==> src/sct_pkg.sv <==
// Package for the sample clock trim and sync block.
// Holds register addresses, field positions, reset values and timing.
// Assumes a word-wide register port with 8-bit addresses.
package sct_pkg;
	// Register addresses.
	localparam logic [7:0] SCT_ADDR_RATIO = 8'h0A;
	localparam logic [7:0] SCT_ADDR_RATE = 8'h12;
	localparam logic [7:0] SCT_ADDR_SLOW = 8'h4B;
	localparam logic [7:0] SCT_ADDR_FAST = 8'h4D;
	localparam logic [7:0] SCT_ADDR_TIMING = 8'h4E;
	localparam logic [7:0] SCT_ADDR_SYNC = 8'h4F;
	localparam logic [7:0] SCT_ADDR_CAL = 8'h50;
	localparam logic [7:0] SCT_ADDR_OSYNC = 8'h38;
	// Reset values of whole registers.
	localparam logic [15:0] SCT_RST_SLOW = 16'h2612;
	localparam logic [15:0] SCT_RST_FAST = 16'h425E;
	localparam logic [15:0] SCT_RST_TIMING = 16'h0060;
	localparam logic [15:0] SCT_RST_SYNC = 16'h0000;
	localparam logic [15:0] SCT_RST_CAL = 16'h0000;
	localparam logic [15:0] SCT_RST_OSYNC = 16'h0000;
	localparam logic [15:0] SCT_RST_RATE = 16'h0028;
	// Field positions.
	localparam int SCT_BIT_SLOW_EN = 7;
	localparam int SCT_BIT_SYNC_SRC = 2;
	localparam int SCT_BIT_IRQ_IE = 1;
	localparam int SCT_BIT_CAL_START = 5;
	localparam int SCT_BIT_OSYNC = 14;
	// Trim codes: one end and the centre of the slow range, and the fast default.
	localparam logic [5:0] SCT_SLOW_TRIM_MAX_F = 6'h00;
	localparam logic [5:0] SCT_SLOW_TRIM_MID = 6'h22;
	localparam logic [7:0] SCT_FAST_TRIM_DEF = 8'h5E;
	// Sample rate divider multiplier.
	localparam int SCT_RATE_MULT = 4;
	// Length of a ratio measurement, in slow clock ticks.
	localparam int SCT_CAL_TICKS = 8;
endpackage : sct_pkg

==> src/sct_tick_div.sv <==
// Programmable tick divider for the sample clock trim and sync block.
// Assumes one clock; emits one-cycle enable pulses, never a derived clock.
`timescale 1ns/1ns
module sct_tick_div #(
	parameter int WIDTH = 18
) (
	// Clock and reset.
	input wire logic ref_clk_in,
	input wire logic nrst_in,
	// Control.
	input wire logic run_in,
	input wire logic [WIDTH-1:0] period_in,
	// Output pulse.
	output logic tick_out
);
	// Counter state.
	logic [WIDTH-1:0] count;
	logic [WIDTH-1:0] next_count;
	logic next_tick;

	// Count down to one, then reload; halted counters restart from period.
	always_comb begin
		next_count = count;
		next_tick = 1'b0;
		if (!run_in) begin
			next_count = period_in;
		end else if (count <= {{(WIDTH-1){1'b0}}, 1'b1}) begin
			next_count = period_in;
			next_tick = 1'b1;
		end else begin
			next_count = count - {{(WIDTH-1){1'b0}}, 1'b1};
		end
	end

	// Register the state.
	always_ff @(posedge ref_clk_in or negedge nrst_in) begin
		if (!nrst_in) begin
			count <= '0;
			tick_out <= 1'b0;
		end else begin
			count <= next_count;
			tick_out <= next_tick;
		end
	end
endmodule : sct_tick_div

==> src/sct_clock_ctrl.sv <==
// Sample clock trim and sync control: registers, trim outputs, sample
// timing source selection and fast to slow clock ratio measurement.
// Assumes a host register port (address, write strobe, read strobe)
// already decoded from the two-wire interface, and that the fast oscillator
// reports its edges as an asynchronous level on a pin.
`timescale 1ns/1ns
module sct_clock_ctrl #(
	parameter int RATE_W = 16,
	parameter int SLOW_DIV = 312
) (
	// Clock and reset.
	input wire logic ref_clk_in,
	input wire logic nrst_in,
	// Register port.
	input wire logic [7:0] reg_addr_in,
	input wire logic reg_wr_in,
	input wire logic reg_rd_in,
	input wire logic [15:0] reg_wdata_in,
	output logic [15:0] reg_rdata_out,
	// Interrupt pin, input side.
	input wire logic irq_pin_in,
	// Fast oscillator edge, as seen from outside.
	input wire logic fast_osc_in,
	// Trim and status outputs.
	output logic [5:0] slow_clock_trim_out,
	output logic [7:0] fast_clock_trim_out,
	output logic slow_clock_enable_out,
	output logic sample_start_out,
	output logic ratio_busy_out
);
	import sct_pkg::*;

	// Register storage.
	logic [15:0] slow_clock_control, next_slow;
	logic [15:0] fast_clock_trim_control, next_fast;
	logic [15:0] converter_timing_setting, next_timing;
	logic [15:0] sample_sync_config, next_sync;
	logic [15:0] clock_calibration_control, next_cal;
	logic [15:0] outside_sync_reg, next_osync;
	logic [RATE_W-1:0] sample_rate_divider, next_rate;
	logic [15:0] next_rdata;

	// Field views.
	wire slow_clock_enable = slow_clock_control[SCT_BIT_SLOW_EN];
	wire sample_sync_source = sample_sync_config[SCT_BIT_SYNC_SRC];
	wire irq_pin_input_enable = sample_sync_config[SCT_BIT_IRQ_IE];
	wire fast_clock_ratio_start = clock_calibration_control[SCT_BIT_CAL_START];

	// Ratio measurement state, one-hot.
	typedef enum logic [1:0] {
		SCT_IDLE = 2'b01,
		SCT_MEAS = 2'b10
	} sct_cal_t;
	sct_cal_t cal_state, next_cal_state;
	logic [15:0] clk_ratio, next_ratio; // Fast edges per window.
	logic [15:0] fast_cnt, next_fast_cnt;
	logic [7:0] win_cnt, next_win_cnt;
	logic start_seen, next_start_seen; // Start level seen by the engine.

	// Pin synchronisers: stage one feeds only stage two.
	logic [2:0] irq_sync;
	logic [2:0] fast_sync;
	logic irq_level, next_irq_level;
	logic fast_level, next_fast_level;

	// Slow clock tick: the internal slow oscillator is modelled as an
	// enable derived from the reference clock, gated by its power bit.
	logic slow_tick;
	sct_tick_div #(.WIDTH(16)) u_slow (
		.ref_clk_in(ref_clk_in),
		.nrst_in(nrst_in),
		.run_in(slow_clock_enable),
		.period_in(16'(SLOW_DIV)),
		.tick_out(slow_tick)
	);

	// Sample period counter in slow ticks: divider times four.
	logic [RATE_W+1:0] samp_cnt, next_samp_cnt;
	logic next_sample;
	wire [RATE_W+1:0] samp_period = {sample_rate_divider, 2'b00};

	// Register writes; the start bit is held as written, and the engine
	// acts only on its rising level, so software must drop it first.
	always_comb begin
		next_slow = slow_clock_control;
		next_fast = fast_clock_trim_control;
		next_timing = converter_timing_setting;
		next_sync = sample_sync_config;
		next_cal = clock_calibration_control;
		next_osync = outside_sync_reg;
		next_rate = sample_rate_divider;
		if (reg_wr_in) begin
			case (reg_addr_in)
				SCT_ADDR_SLOW: next_slow = reg_wdata_in;
				SCT_ADDR_FAST: next_fast = reg_wdata_in;
				SCT_ADDR_TIMING: next_timing = reg_wdata_in;
				SCT_ADDR_SYNC: next_sync = reg_wdata_in;
				SCT_ADDR_CAL: next_cal = reg_wdata_in;
				SCT_ADDR_OSYNC: next_osync = reg_wdata_in;
				SCT_ADDR_RATE: next_rate = reg_wdata_in[RATE_W-1:0];
				default: ; // Unmapped writes are dropped.
			endcase
		end
	end

	// Read mux; unmapped addresses read zero.
	always_comb begin
		next_rdata = reg_rdata_out;
		if (reg_rd_in) begin
			case (reg_addr_in)
				SCT_ADDR_SLOW: next_rdata = slow_clock_control;
				SCT_ADDR_FAST: next_rdata = fast_clock_trim_control;
				SCT_ADDR_TIMING: next_rdata = converter_timing_setting;
				SCT_ADDR_SYNC: next_rdata = sample_sync_config;
				SCT_ADDR_CAL: next_rdata = clock_calibration_control;
				SCT_ADDR_OSYNC: next_rdata = outside_sync_reg;
				SCT_ADDR_RATE: next_rdata = 16'(sample_rate_divider);
				SCT_ADDR_RATIO: next_rdata = clk_ratio;
				default: next_rdata = 16'h0000;
			endcase
		end
	end

	// Sample timing source: internal count or gated pin edge.
	always_comb begin
		next_irq_level = irq_level;
		next_fast_level = fast_level;
		// A change counts once the second and third stages agree.
		if (irq_sync[1] == irq_sync[2]) next_irq_level = irq_sync[2];
		if (fast_sync[1] == fast_sync[2]) next_fast_level = fast_sync[2];
		next_samp_cnt = samp_cnt;
		next_sample = 1'b0;
		if (!slow_clock_enable) begin
			next_samp_cnt = '0; // Clock off, no samples.
		end else if (!sample_sync_source) begin
			if (slow_tick) begin
				if (samp_cnt + 1'b1 >= samp_period) begin
					next_samp_cnt = '0;
					next_sample = (samp_period != '0);
				end else begin
					next_samp_cnt = samp_cnt + 1'b1;
				end
			end
		end else begin
			next_samp_cnt = '0;
			// Rising pin edge, only while the input is enabled.
			next_sample = irq_pin_input_enable && next_irq_level &&
				!irq_level;
		end
	end

	// Ratio engine: count fast edges over a window of slow ticks.
	always_comb begin
		next_cal_state = cal_state;
		next_ratio = clk_ratio;
		next_fast_cnt = fast_cnt;
		next_win_cnt = win_cnt;
		next_start_seen = fast_clock_ratio_start;
		case (cal_state)
			SCT_IDLE: begin
				// Relaunch only after the bit went back to zero.
				if (fast_clock_ratio_start && !start_seen) begin
					next_cal_state = SCT_MEAS;
					next_fast_cnt = '0;
					next_win_cnt = '0;
				end
			end
			SCT_MEAS: begin
				if (next_fast_level && !fast_level) begin
					next_fast_cnt = fast_cnt + 16'h0001;
				end
				if (slow_tick) begin
					next_win_cnt = win_cnt + 8'h01;
					if (win_cnt + 8'h01 == 8'(SCT_CAL_TICKS)) begin
						next_ratio = fast_cnt;
						next_cal_state = SCT_IDLE;
					end
				end
			end
			default: next_cal_state = SCT_IDLE;
		endcase
	end

	// Register all state.
	always_ff @(posedge ref_clk_in or negedge nrst_in) begin
		if (!nrst_in) begin
			slow_clock_control <= SCT_RST_SLOW;
			fast_clock_trim_control <= SCT_RST_FAST;
			converter_timing_setting <= SCT_RST_TIMING;
			sample_sync_config <= SCT_RST_SYNC;
			clock_calibration_control <= SCT_RST_CAL;
			outside_sync_reg <= SCT_RST_OSYNC;
			sample_rate_divider <= RATE_W'(SCT_RST_RATE);
			reg_rdata_out <= 16'h0000;
			irq_sync <= 3'b000;
			fast_sync <= 3'b000;
			irq_level <= 1'b0;
			fast_level <= 1'b0;
			samp_cnt <= '0;
			sample_start_out <= 1'b0;
			cal_state <= SCT_IDLE;
			clk_ratio <= 16'h0000;
			fast_cnt <= 16'h0000;
			win_cnt <= 8'h00;
			start_seen <= 1'b0;
			slow_clock_trim_out <= SCT_RST_SLOW[5:0];
			fast_clock_trim_out <= SCT_RST_FAST[7:0];
			slow_clock_enable_out <= 1'b0;
			ratio_busy_out <= 1'b0;
		end else begin
			slow_clock_control <= next_slow;
			fast_clock_trim_control <= next_fast;
			converter_timing_setting <= next_timing;
			sample_sync_config <= next_sync;
			clock_calibration_control <= next_cal;
			outside_sync_reg <= next_osync;
			sample_rate_divider <= next_rate;
			reg_rdata_out <= next_rdata;
			irq_sync <= {irq_sync[1:0], irq_pin_in};
			fast_sync <= {fast_sync[1:0], fast_osc_in};
			irq_level <= next_irq_level;
			fast_level <= next_fast_level;
			samp_cnt <= next_samp_cnt;
			sample_start_out <= next_sample;
			cal_state <= next_cal_state;
			clk_ratio <= next_ratio;
			fast_cnt <= next_fast_cnt;
			win_cnt <= next_win_cnt;
			start_seen <= next_start_seen;
			// Trim codes pass straight to the oscillators.
			slow_clock_trim_out <= slow_clock_control[5:0];
			fast_clock_trim_out <= fast_clock_trim_control[7:0];
			slow_clock_enable_out <= slow_clock_enable;
			ratio_busy_out <= (next_cal_state == SCT_MEAS);
		end
	end
endmodule : sct_clock_ctrl

==> config.mk <==
export PLATFORM = sky130hd
export DESIGN_NAME = sct_clock_ctrl
export DESIGN_NICKNAME = d
export VERILOG_FILES = /design/src/sct_pkg.sv /design/src/sct_tick_div.sv /design/src/sct_clock_ctrl.sv
export SDC_FILE = /design/constraint.sdc
export NUM_CORES = 1
export LEC_CHECK = 0
export BUFFER_PORTS_ARGS = -buffer_cell sky130_fd_sc_hd__clkbuf_2
export CORE_MARGIN = 1
export CORE_UTILIZATION = 55
export DETAILED_ROUTE_END_ITERATION = 16
export PLACE_DENSITY = 0.73
export SYNTH_ARGS = -nofsm -noshare
export SYNTH_HDL_FRONTEND = slang
export SYNTH_SLANG_ARGS = --single-unit
==> constraint.sdc <==
create_clock -name ref_clk_in -period 10.75 [get_ports ref_clk_in]
set_input_delay 1.6125 -clock ref_clk_in [delete_from_list [all_inputs] [get_ports ref_clk_in]]
set_output_delay 1.6125 -clock ref_clk_in [all_outputs]
set_load 0.01 [all_outputs]
* Word level (Yosys, flattened, before mapping)
Cells that the tools add are included.
** Cells by class
- $add $sub $neg :: 4
- $lt $le $gt $ge :: 2
- Equal/unequal tests :: 18
- Muxes and demuxes :: 25
- Reduce and logical (&&, ||, !) cells :: 19
** Operators with widths (count)
- 16-bit one-hot mux with 8 select lines :: 1
- 18-bit two-way mux :: 4
- 16-bit two-way mux :: 4
- 8-bit by 7-bit == test with 1-bit output (second input constant) :: 5
- 16-bit one-hot mux with 2 select lines :: 1
- 18-bit by 1-bit adder with 18-bit output (second input constant) :: 1
- 18-bit greater-or-equal comparator :: 1
- 18-bit nonzero test :: 1
- 16-bit by 1-bit adder with 16-bit output (second input constant) :: 1
- 8-bit by 4-bit == test with 1-bit output (second input constant) :: 2
- 16-bit by 1-bit less-or-equal comparator with 1-bit output (second input constant) :: 1
- 8-bit two-way mux :: 2
- 8-bit one-hot mux with 2 select lines :: 1
- 16-bit by 1-bit subtractor with 16-bit output (second input constant) :: 1
- 2-bit AND reduction :: 7
- 3-bit AND reduction :: 3
- 8-bit by 1-bit adder with 8-bit output (second input constant) :: 1
- 8-bit by 5-bit == test with 1-bit output (second input constant) :: 1
- 8-bit by 6-bit == test with 1-bit output (second input constant) :: 1
- 1-bit two-way mux :: 8
- 2-bit two-way mux :: 3
- 2-bit == test (second input constant) :: 2
- 1-bit logical AND :: 4
- 2-bit inequality test (second input constant) :: 2
- 7 further kinds :: 10
** Storage, ports and cells
- Register bits :: 231
- Input bits :: 30
- Output and inout port bits :: 33
- Word-level logic and storage cells :: 93

* Longest topological paths before layout
Gate-level depths: netlist of the first run.
- Depth after elaboration :: 6
- Mapped depth :: 13
- Gate-level depth less buffers :: 11

* Modules after synthesis
Synthesis of the first run repeated with hierarchy kept, for this count alone.
** Unflattened totals
- Cell total of the unflattened synthesis :: 944
- Area, all modules :: 11020.6 µm²
** Modules (own cells, without submodules)
- sct_clock_ctrl :: instances 1, cells an instance 849, area each 10122.2 µm², sequential area each 5385.2 µm²
- sct_tick_div :: instances 1, cells an instance 95, area each 898.4 µm², sequential area each 425.4 µm²

* Worst setup path after synthesis of the first run
OpenSTA, ideal clock, no wires.
- Path type :: flip-flop to flip-flop
- Start :: register samp_cnt[0]
- End :: register samp_cnt[12]
- Setup time :: 0.069 ns
- Arrival time :: 3.352 ns
- Data required time :: 10.681 ns
- Slack :: 7.330 ns
- Stages on the path, launching flop included :: 13
- Path buffers :: 1
- Clock period less this slack :: 3.420 ns
- Path through :: dfrtp_1 > ha_1 > nand4_1 > or3_1 > clkbuf_1 > or3_1 > xnor2_1 > ha_1 > a21oi_1 > a21boi_0 > a2111oi_4 > o21a_1 > a22o_1
** On the way
- Cells in the longest elaborated chain, start to end :: 6
** Ends and longest elaborated chain
- from (decl) :: line sct_clock_ctrl.sv:78 : logic [RATE_W+1:0] samp_cnt, next_samp_cnt;
- from (signal assigned) :: line sct_clock_ctrl.sv:223 : samp_cnt <= next_samp_cnt;
- 18-bit by 1-bit adder with 18-bit output * :: line sct_clock_ctrl.sv:137, sct_clock_ctrl.sv:141
- 18-bit greater-or-equal comparator :: line sct_clock_ctrl.sv:137 : if (samp_cnt + 1'b1 >= samp_period) begin
- 18-bit two-way mux * :: line sct_clock_ctrl.sv:137
- 18-bit two-way mux * :: line sct_clock_ctrl.sv:136 : if (slow_tick) begin
- 18-bit two-way mux * :: line sct_clock_ctrl.sv:135 : end else if (!sample_sync_source) begin
- 18-bit two-way mux * :: line sct_clock_ctrl.sv:133 : if (!slow_clock_enable) begin
Every way passes the cells marked *; elsewhere a longest branch is shown, timed or not. The select of a mux whose other input is x is not followed.
A chain may end at the register's enable or synchronous reset.

* Final worst setup path of the first run
- Start :: register samp_cnt[0]
- End :: register samp_cnt[5]
The elaborated chain is that of the path after synthesis.

==> results of run 1 <==
## area by class of cell
cell class              count  area, µm²  share of cell area [%]
clock buffers              40        742                    5.92
clock inverters             6       61.3                   0.489
repair buffers             70        380                    3.04
multi-input cells         644       5080                    40.6
well taps                 265        332                    2.65
inverters                  33        124                   0.988
flip-flops and latches    231       5810                    46.4
## cell usage after synthesis (20+ instances only)
library cell	count
ha_1	24
a21oi_1	29
dfrtp_1	207
o21ai_0	28
o211ai_1	22
inv_1	33
nor2_1	49
mux2_2	124
nand2_1	68
dfstp_2	24
xnor2_1	20
nand3_1	32
## final timing paths
path | slack, ps | cells after the start | to | startpoint
max in group asynchronous | 8320 | 2 | converter_timing_setting[14] | nrst_in
worst max-delay path | 6780 | 11 | samp_cnt[5] | samp_cnt[0]
min in group asynchronous | 1060 | 1 | u_slow.count[4] | nrst_in
worst max register to register | 6780 | 11 | samp_cnt[5] | samp_cnt[0]
worst min-delay path | 350 | 0 | fast_sync[1] | fast_sync[0]
worst min register to register | 350 | 0 | fast_sync[1] | fast_sync[0]
## worst reg2reg max path, stage by stage, from the launching register on
cell and delay (ps):
dfrtp_1 440, ha_1 250, nand4_1 160, or3_1 530, or3_1 450, xnor2_1 200, ha_1 290, a21oi_1 130
a21boi_0 170, a2111oi_4 710, o21a_1 390, a22o_1 200
## per-layer routing
layer	share of wire, %	global-route usage (%)	wire [µm]
met1	47	37.5	12200
met2	46	39.6	11800
met3	4.6	3.65	1190
met4	2.9	8.16	759
met5	0	0	0
## power breakdown
part	switching (W)	leakage [nW]	total, W	internal [W]
combinational	0.0000788	2.15	0.000123	0.0000438
clock	0.000344	0.392	0.000839	0.000496
sequential	0.0000205	3.08	0.000923	0.000902
## through the flow
stage                     hold WS, ps  total power (W)
final                             353          0.00188
after global placement            334          0.00106
after CTS                         359          0.00190
after floorplan                   331          0.00100
after detailed placement          346          0.00106
after global routing              379          0.00195
## cell families (layout without fill, tap and decap cells)
kind of cell | count (synthesis) | in the layout | synth area share, %
flops | 231 | 231 | 51.6
mux | 138 | 138 | 14.1
simple gates | 256 | 256 | 12.7
xor+xnor | 37 | 37 | 2.88
fa+ha+maj | 26 | 26 | 2.84
compound gates | 187 | 187 | 12.6
buf+inv | 81 | 149 | 3.30
==> flow_summary_export.csv, run 1 <==
group,metric,value,unit
yosys,synth_nets,1010,
yosys,netlist_instances,956,
final_layout,final_util,63.4,%
yosys,synth_edf_count,0,
sta,finalCritPeriodShare,37.0,%
critical_path,worstPathCellList,"ha_1 > nand4_1 > or3_1 > or3_1 > xnor2_1 > ha_1 > a21oi_1 > a21boi_0 > a2111oi_4 > o21a_1 > a22o_1",
cts,clockBufferDepth,3,
drt,drc_errors,0,
yosys,synth_area,0.0113,mm²
critical_path,critical_path_required,11200,ps
critical_path,cp_top_family,"compound AO/OA/AOI/OAI gates",
cts,post_cts_buffers,0,
yosys,synth_cell_types,76,
final_layout,final_common_cell,"dfrtp_1",
sta,setup_viol,0,
final_layout,area_growth,11.3,%
sta,worst_pin_slew,1200,ps
critical_path,end_kind,"flop",
global_routing,overflow,0,
flow_run,cap_violations,0,
final_layout,largest-register,"samp_cnt",
yosys,synth_top_area_share,46.0,%
worst_hold_path,hold_path_class,"flop to flop",
sta,fin_worst_skew,14.6,ps
critical_path,worstPathArrival,4420,ps
drt,vias,7870,
critical_path,setup.worst_path.start_class,"flop",
critical_path,path_max_fanout,10,
critical_path,path_buf_inv,0,
yosys,yosysSeqAreaShare,51.6,%
cts,cts_sinks,231,
cts,cts-buffers-inserted,25,
yosys,synth_largest_area_cell,"dfrtp_1",
yosys,post_synth_main_area_contributors,"dfrtp_1, mux2_2, dfstp_2",
final_layout,layout.cells.non_filler,1289,
yosys,synth_ff_type,"dfrtp_1",
run_status,outcome,"finished clean",
drt,ant_nets,0,
placed_design,place.detailed.hpwl,17.7,mm
drt,drt_wl_total,25.9,mm
global_routing,antenna_found_initial,0,
global_routing,grt.total_usage,25.7,%
cts,hold_buffers,0,
critical_path,cp_slowest_cell,"a2111oi_4",
cts,cts_root_buf,"clkbuf_16",
final_layout,fill_cells,1577,
sta,slew_headroom,19.9,%
floorplan,fp.dieW,145,µm
yosys,synth-seq-cells,231,
sta,hold_viol,0,
cts,htreeDepth,1,
cts,clk_pin_slew,60,ps
critical_path,worstSetupPathType,"flop to flop",
drt,vias_per_cell,6.11,
placed_design,post-place-ws,6420,ps
final_layout,antenna_cells,0,
sta,fin_tns_setup,0,ps
drt,routedWlPerCell,20.1,µm
floorplan,die_h,145,µm
pwr,p_leak,5.63,nW
sta,rsz0062_at_grt,"false",
drt,dr.pass1.iters,5,
sta,report.final.slew_viol_count,0,
floorplan,core,0.0198,mm²
final_layout,nets,1059,
pwr,pwr_density_cell,150,mW/mm²
placed_design,place_inst,1243,
final_layout,layout_common_cells,"dfrtp_1, mux2_2, nand2_1, clkbuf_2, nor2_1",
global_routing,grt_pass1_wl,43.2,mm
pwr,ir_drop,0.112,mV
global_routing,grt_pass1_vias,7856,
placed_design,globalplace.congestion,0.856,
floorplan,initial_utilization,56.9,%
floorplan,io_pins,63,
placed_design,place_area,0.0117,mm²
cts,cts_resized,0,
placed_design,portBuffers,62,
floorplan,die-area,0.0210,mm²
drt,drt_iter0_drc,577,
final_layout,stdcell_area,0.0125,mm²
sta,fmax,252,MHz
yosys,yosys_warnings,0,
floorplan,floorplan.rows,51,
cts,cts_tree,"yes",
sta,setup_slack,6780,ps
cts,clock_latency,530,ps
yosys,synthArstFlopShare,100,%
final_layout,largest_reg_flops,18,
critical_path,cpPeakStageDelay,710,ps
yosys,avgSynthCellArea,11.8,µm²
sta,fin_crit,3970,ps
global_routing,grt_max_degree,84,
final_layout,layout-drive-gt1-share,28.1,%
Power figures use the tool's default switching activity.
==> inputs of run 2 (changes only) <==
clock period = 3.7 ns   (was 10.75 ns; I/O delays follow)
==> flow_summary_export.csv, run 2 (synthesis results as in run 1) <==
group,metric,value,unit
worst_hold_path,hold_path_class,"primary input to async pin",
final_layout,antenna_cells,0,
run_status,violations,"negative hold slack",
cts,clock_latency,520,ps
final_layout,nets,1079,
floorplan,io_pins,63,
sta,report.final.slew_viol_count,0,
final_layout,largest-register,"samp_cnt",
pwr,p_sw,0.00131,W
sta,setup_viol,0,
placed_design,portBuffers,62,
final_layout,area_growth,13.8,%
pwr,ir_drop,0.338,mV
pwr,swShare,22.8,%
drt,drt_wl_total,26.5,mm
global_routing,grt_pass1_vias,8065,
global_routing,grt_use_met3,4.21,%
critical_path,rr_startpoint,"samp_cnt[2]",
critical_path,startpoint,"samp_cnt[2]",
pwr,power.internal,0.00443,W
sta,fin_crit,3420,ps
floorplan,floorplan.rows,51,
critical_path,end_kind,"flop",
cts,htreeDepth,1,
floorplan,core,0.0198,mm²
cts,cts-buffers-inserted,26,
final_layout,layout_common_cells,"dfrtp_1, mux2_2, nand2_1, clkbuf_2, nor2_1",
drt,drc_errors,0,
critical_path,setup.worst_path.start_class,"flop",
drt,ant_nets,0,
global_routing,grt_max_degree,87,
placed_design,place.detailed.hpwl,17.9,mm
flow_run,cap_violations,0,
sta,fin_hold_ws,-9.52,ps
sta,worst_pin_slew,1170,ps
sta,fin_tns_setup,0,ps
floorplan,fp.dieW,145,µm
drt,vias_per_cell,6.09,
global_routing,met1_usage,37.1,%
cts,clk_pin_slew,70,ps
global_routing,grt.total_usage,25.9,%
placed_design,globalplace.congestion,0.897,
cts,cts_tree,"yes",
final_layout,layout.cells.non_filler,1310,
placed_design,place_area,0.0119,mm²
pwr,power_frac_seq,46.6,%
placed_design,post-place-ws,34.4,ps
critical_path,path_max_fanout,7,
cts,cts_sinks,231,
pwr,pwr_density_cell,448,mW/mm²
final_layout,largest_reg_flops,18,
cts,cts_root_buf,"clkbuf_16",
final_layout,layout-drive-gt1-share,30.0,%
sta,fin_worst_skew,23.2,ps
cts,clockBufferDepth,3,
critical_path,worstPathArrival,3830,ps
drt,routedWlPerCell,20.3,µm
final_layout,final_common_cell,"dfrtp_1",
drt,dr.pass1.iters,5,
drt,vias,7983,
global_routing,grt_pass1_wl,43.6,mm
critical_path,critical_path_required,4120,ps
global_routing,overflow,0,
final_layout,stdcell_area,0.0128,mm²
floorplan,initial_utilization,56.9,%
sta,setup_slack,284,ps
cts,hold_buffers,0,
pwr,total_power,0.00575,W
global_routing,antenna_found_initial,0,
floorplan,die_h,145,µm
placed_design,place_inst,1258,
global_routing,busiest_layer,"met2",
pwr,clkPwrFrac,46.7,%
pwr,power_frac_comb,6.6,%
floorplan,die-area,0.0210,mm²
drt,drt_iter0_drc,698,
sta,hold_viol,3,
critical_path,worstSetupPathType,"flop to flop",
global_routing,grt_use_met2,40.1,%
sta,rsz0062_at_grt,"false",
sta,slew_headroom,21.7,%
pwr,p_leak,5.78,nW
sta,fmax,293,MHz
sta,finalCritPeriodShare,92.3,%
run_status,outcome,"finished, violations left",
==> run 2: area by class of cell <==
class | count | area (µm²)
Inverter | 33 | 124
Tap cell | 265 | 332
Fill cell | 1542 | 6970
Clock buffer | 41 | 788
Timing Repair Buffer | 89 | 548
Clock inverter | 7 | 114
Multi-Input combinational cell | 644 | 5100
Sequential cell | 231 | 5810
==> run 2: worst paths after layout <==
kind	slack [ps]	cells past startpoint	endpoint
worst max-delay path	280	12	samp_cnt[13]
worst min-delay path	-10	1	u_slow.count[4]
worst max register to register	280	12	samp_cnt[13]
worst min register to register	350	0	fast_sync[1]
max in group asynchronous	2780	2	cal_state[0]
min in group ref_clk_in	150	1	fast_sync[0]
==> run 2: power groups by stage <==
stage	clock [W]	sequential, W	combinational (W)
4_1_cts	0.00273	0.00268	0.000374
5_1_grt	0.00283	0.00269	0.000423
3_3_place_gp	0	0.00272	0.000361
3_5_place_dp	0	0.00272	0.000369
2_1_floorplan	0	0.00271	0.000212
6_report	0.00269	0.00268	0.000380
==> run 2: through the flow <==
step	hold WS, ps	util [%]
2_1_floorplan	259	-
3_3_place_gp	334	60.0
3_5_place_dp	344	60.0
4_1_cts	19.8	64.6
5_1_grt	35.3	64.8
6_report	-9.52	64.8
==> run 2: per-layer routing <==
metal / vias up / share of wire, %
li1: 3675 / -
met5: - / 0
met2: 243 / 46
met3: 45 / 5.7
met1: 4020 / 46
met4: 0 / 2.5
==> run 2: repair_timing <==
action                                  4_1_cts  5_1_grt
endpoints found under the setup margin        1       19
pin swaps                                     0        2
buffers inserted                              0        4
resized for setup                             2        4
==> run 2: critical path, stage by stage (launching register included) <==
cell and delay (ps):
dfrtp_1 440, nand2_1 120, or4_1 560, or2_2 320, xnor2_1 140, ha_1 310
a21o_1 190, a221o_1 380, a2111oi_4 300, buf_4 190, buf_4 150, o211ai_1 100
o211ai_1 120
==> inputs of run 3 (changes only) <==
CELL_PAD_IN_SITES_DETAIL_PLACEMENT = 1   (was not set)
CELL_PAD_IN_SITES_GLOBAL_PLACEMENT = 1   (was not set)
CORE_UTILIZATION = 50   (was 55)
PLACE_DENSITY = not set   (was 0.73)
PLACE_DENSITY_LB_ADDON = 0.1   (was not set)
==> flow_summary_export.csv, run 3 (synthesis results as in run 1) <==
group,metric,value,unit
final_layout,antenna_cells,0,
critical_path,worstSetupPathType,"flop to flop",
floorplan,fp.dieW,152,µm
cts,clk_pin_slew,60,ps
global_routing,grt_pass1_wl,50.1,mm
final_layout,nets,1081,
floorplan,floorplan.rows,54,
critical_path,path_buf_inv,2,
drt,dr.pass1.iters,11,
run_status,violations,"design-rule violations",
pwr,p_sw,0.00136,W
cts,cts-buffers-inserted,26,
sta,setup_viol,0,
cts,cts_sinks,231,
critical_path,ff2ff_setup_slack,230,ps
worst_hold_path,hold_path_class,"primary input to async pin",
placed_design,place_area,0.0119,mm²
drt,drc_errors,9,
sta,fin_tns_setup,0,ps
critical_path,cp_top_family,"compound AO/OA/AOI/OAI gates",
global_routing,grt_pass1_vias,8772,
floorplan,io_pins,63,
critical_path,path_common_cell,"o211ai_1",
critical_path,path_max_fanout,8,
drt,ant_nets,0,
sta,hold_viol,0,
critical_path,critical_path_required,4150,ps
pwr,power.internal,0.00451,W
critical_path,worstPathArrival,3930,ps
final_layout,stdcell_area,0.0129,mm²
sta,fmax,288,MHz
critical_path,r2r-end,"samp_cnt[16]",
global_routing,grt.total_usage,27.4,%
critical_path,cpPeakStageDelay,560,ps
critical_path,end_kind,"flop",
pwr,total_power,0.00587,W
sta,fin_hold_ws,69.8,ps
sta,fin_crit,3470,ps
cts,hold_buffers,0,
floorplan,initial_utilization,51.3,%
pwr,ir_drop,0.348,mV
cts,cts_root_buf,"clkbuf_16",
placed_design,portBuffers,62,
flow_run,cap_violations,0,
pwr,power_frac_comb,6.6,%
sta,report.final.slew_viol_count,0,
floorplan,die_h,152,µm
final_layout,final_common_cell,"dfrtp_1",
final_layout,layout_common_cells,"dfrtp_1, mux2_2, nand2_1, clkbuf_2, nor2_1",
run_status,outcome,"finished, violations left",
sta,slew_headroom,19.0,%
final_layout,layout-drive-gt1-share,30.0,%
final_layout,largest_reg_flops,18,
critical_path,rr_startpoint,"samp_cnt[0]",
critical_path,r2r_cells,12,
global_routing,antenna_found_initial,0,
drt,drt_wl_total,30.2,mm
sta,rsz0062_at_grt,"false",
critical_path,setup.worst_path.start_class,"flop",
critical_path,cp_slowest_cell,"or4_1",
global_routing,overflow,0,
cts,clockBufferDepth,3,
sta,finalCritPeriodShare,93.9,%
final_layout,area_growth,14.3,%
cts,clock_latency,540,ps
sta,fin_worst_skew,10.7,ps
drt,vias,8131,
pwr,swShare,23.1,%
final_layout,largest-register,"samp_cnt",
global_routing,grt_max_degree,108,
placed_design,globalplace.congestion,0.822,
drt,vias_per_cell,6.13,
critical_path,worstPathCellList,"nand3_1 > or4_1 > or2_2 > xnor2_1 > ha_1 > a21o_1 > a221o_1 > a2111oi_4 > buf_4 > buf_6 > o211ai_1 > o211ai_1",
pwr,p_leak,5.80,nW
sta,worst_pin_slew,1210,ps
cts,htreeDepth,1,
pwr,power_frac_seq,45.7,%
final_layout,final_util,58.6,%
pwr,pwr_density_cell,456,mW/mm²
floorplan,core,0.0220,mm²
drt,drt_iter0_drc,476,
pwr,clkPwrFrac,47.7,%
placed_design,place.detailed.hpwl,21.1,mm
drt,routedWlPerCell,22.8,µm
floorplan,die-area,0.0231,mm²
cts,cts_tree,"yes",
run 3: cell count changes in the layout (fill, tap and decap cells not counted), moves of 2 or more:
| cell | before | now |
|---|---|---|
| buf_4 | 25 | 27 |
| bufinv_16 | 3 | 5 |
| dfrtp_2 | 2 | 0 |
| dfrtp_1 | 205 | 207 |
run 3: routing by layer:
metal	routed length, µm	vias to the layer above	GRT usage [%]
met5	0	-	0
met4	741	0	7.48
met3	1290	48	3.17
met2	14300	183	44.5
met1	13900	4232	39.0
li1	-	3668	-
run 3: per-stage QoR:
| step | instances | setup WS (ps) |
|---|---|---|
| 5_1_grt | 1327 | 22.5 |
| 4_1_cts | 1326 | 78.8 |
| 3_5_place_dp | 1278 | 127 |
| 2_1_floorplan | 956 | 280 |
| 3_3_place_gp | 1278 | 260 |
| 6_report | 1327 | 226 |
run 3: final cells by class:
class	instances	area (µm²)
inverter	33	124
sequential	231	5810
clock buffer	38	746
timing repair buffer	91	554
multi-input combinational	644	5090
tap	280	350
fill	2271	9090
clock inverter	10	193
run 3: worst max-delay path by stage:
stage                        end  depth (start not counted)  slack, ps   startpoint
floorplan           samp_cnt[12]                         12        280  samp_cnt[0]
global placement     samp_cnt[6]                         11        260  samp_cnt[0]
detailed placement   samp_cnt[3]                         11        130  samp_cnt[0]
CTS                  samp_cnt[3]                         11         80  samp_cnt[0]
global route        samp_cnt[10]                         12         20  samp_cnt[0]
finish              samp_cnt[16]                         12        230  samp_cnt[0]
run 3: what timing repair did:
action | CTS | global route
gates resized for setup | 0 | 3
buffers inserted | 0 | 1
endpoints found under the setup margin | 0 | 18
run 3: power groups by stage:
stage	Clock (W)	Combinational (W)	Sequential, W
after detailed placement	0	0.000388	0.00272
final	0.00280	0.000388	0.00268
after global routing	0.00295	0.000434	0.00269
after floorplan	0	0.000212	0.00271
after global placement	0	0.000378	0.00272
after CTS	0.00285	0.000391	0.00268
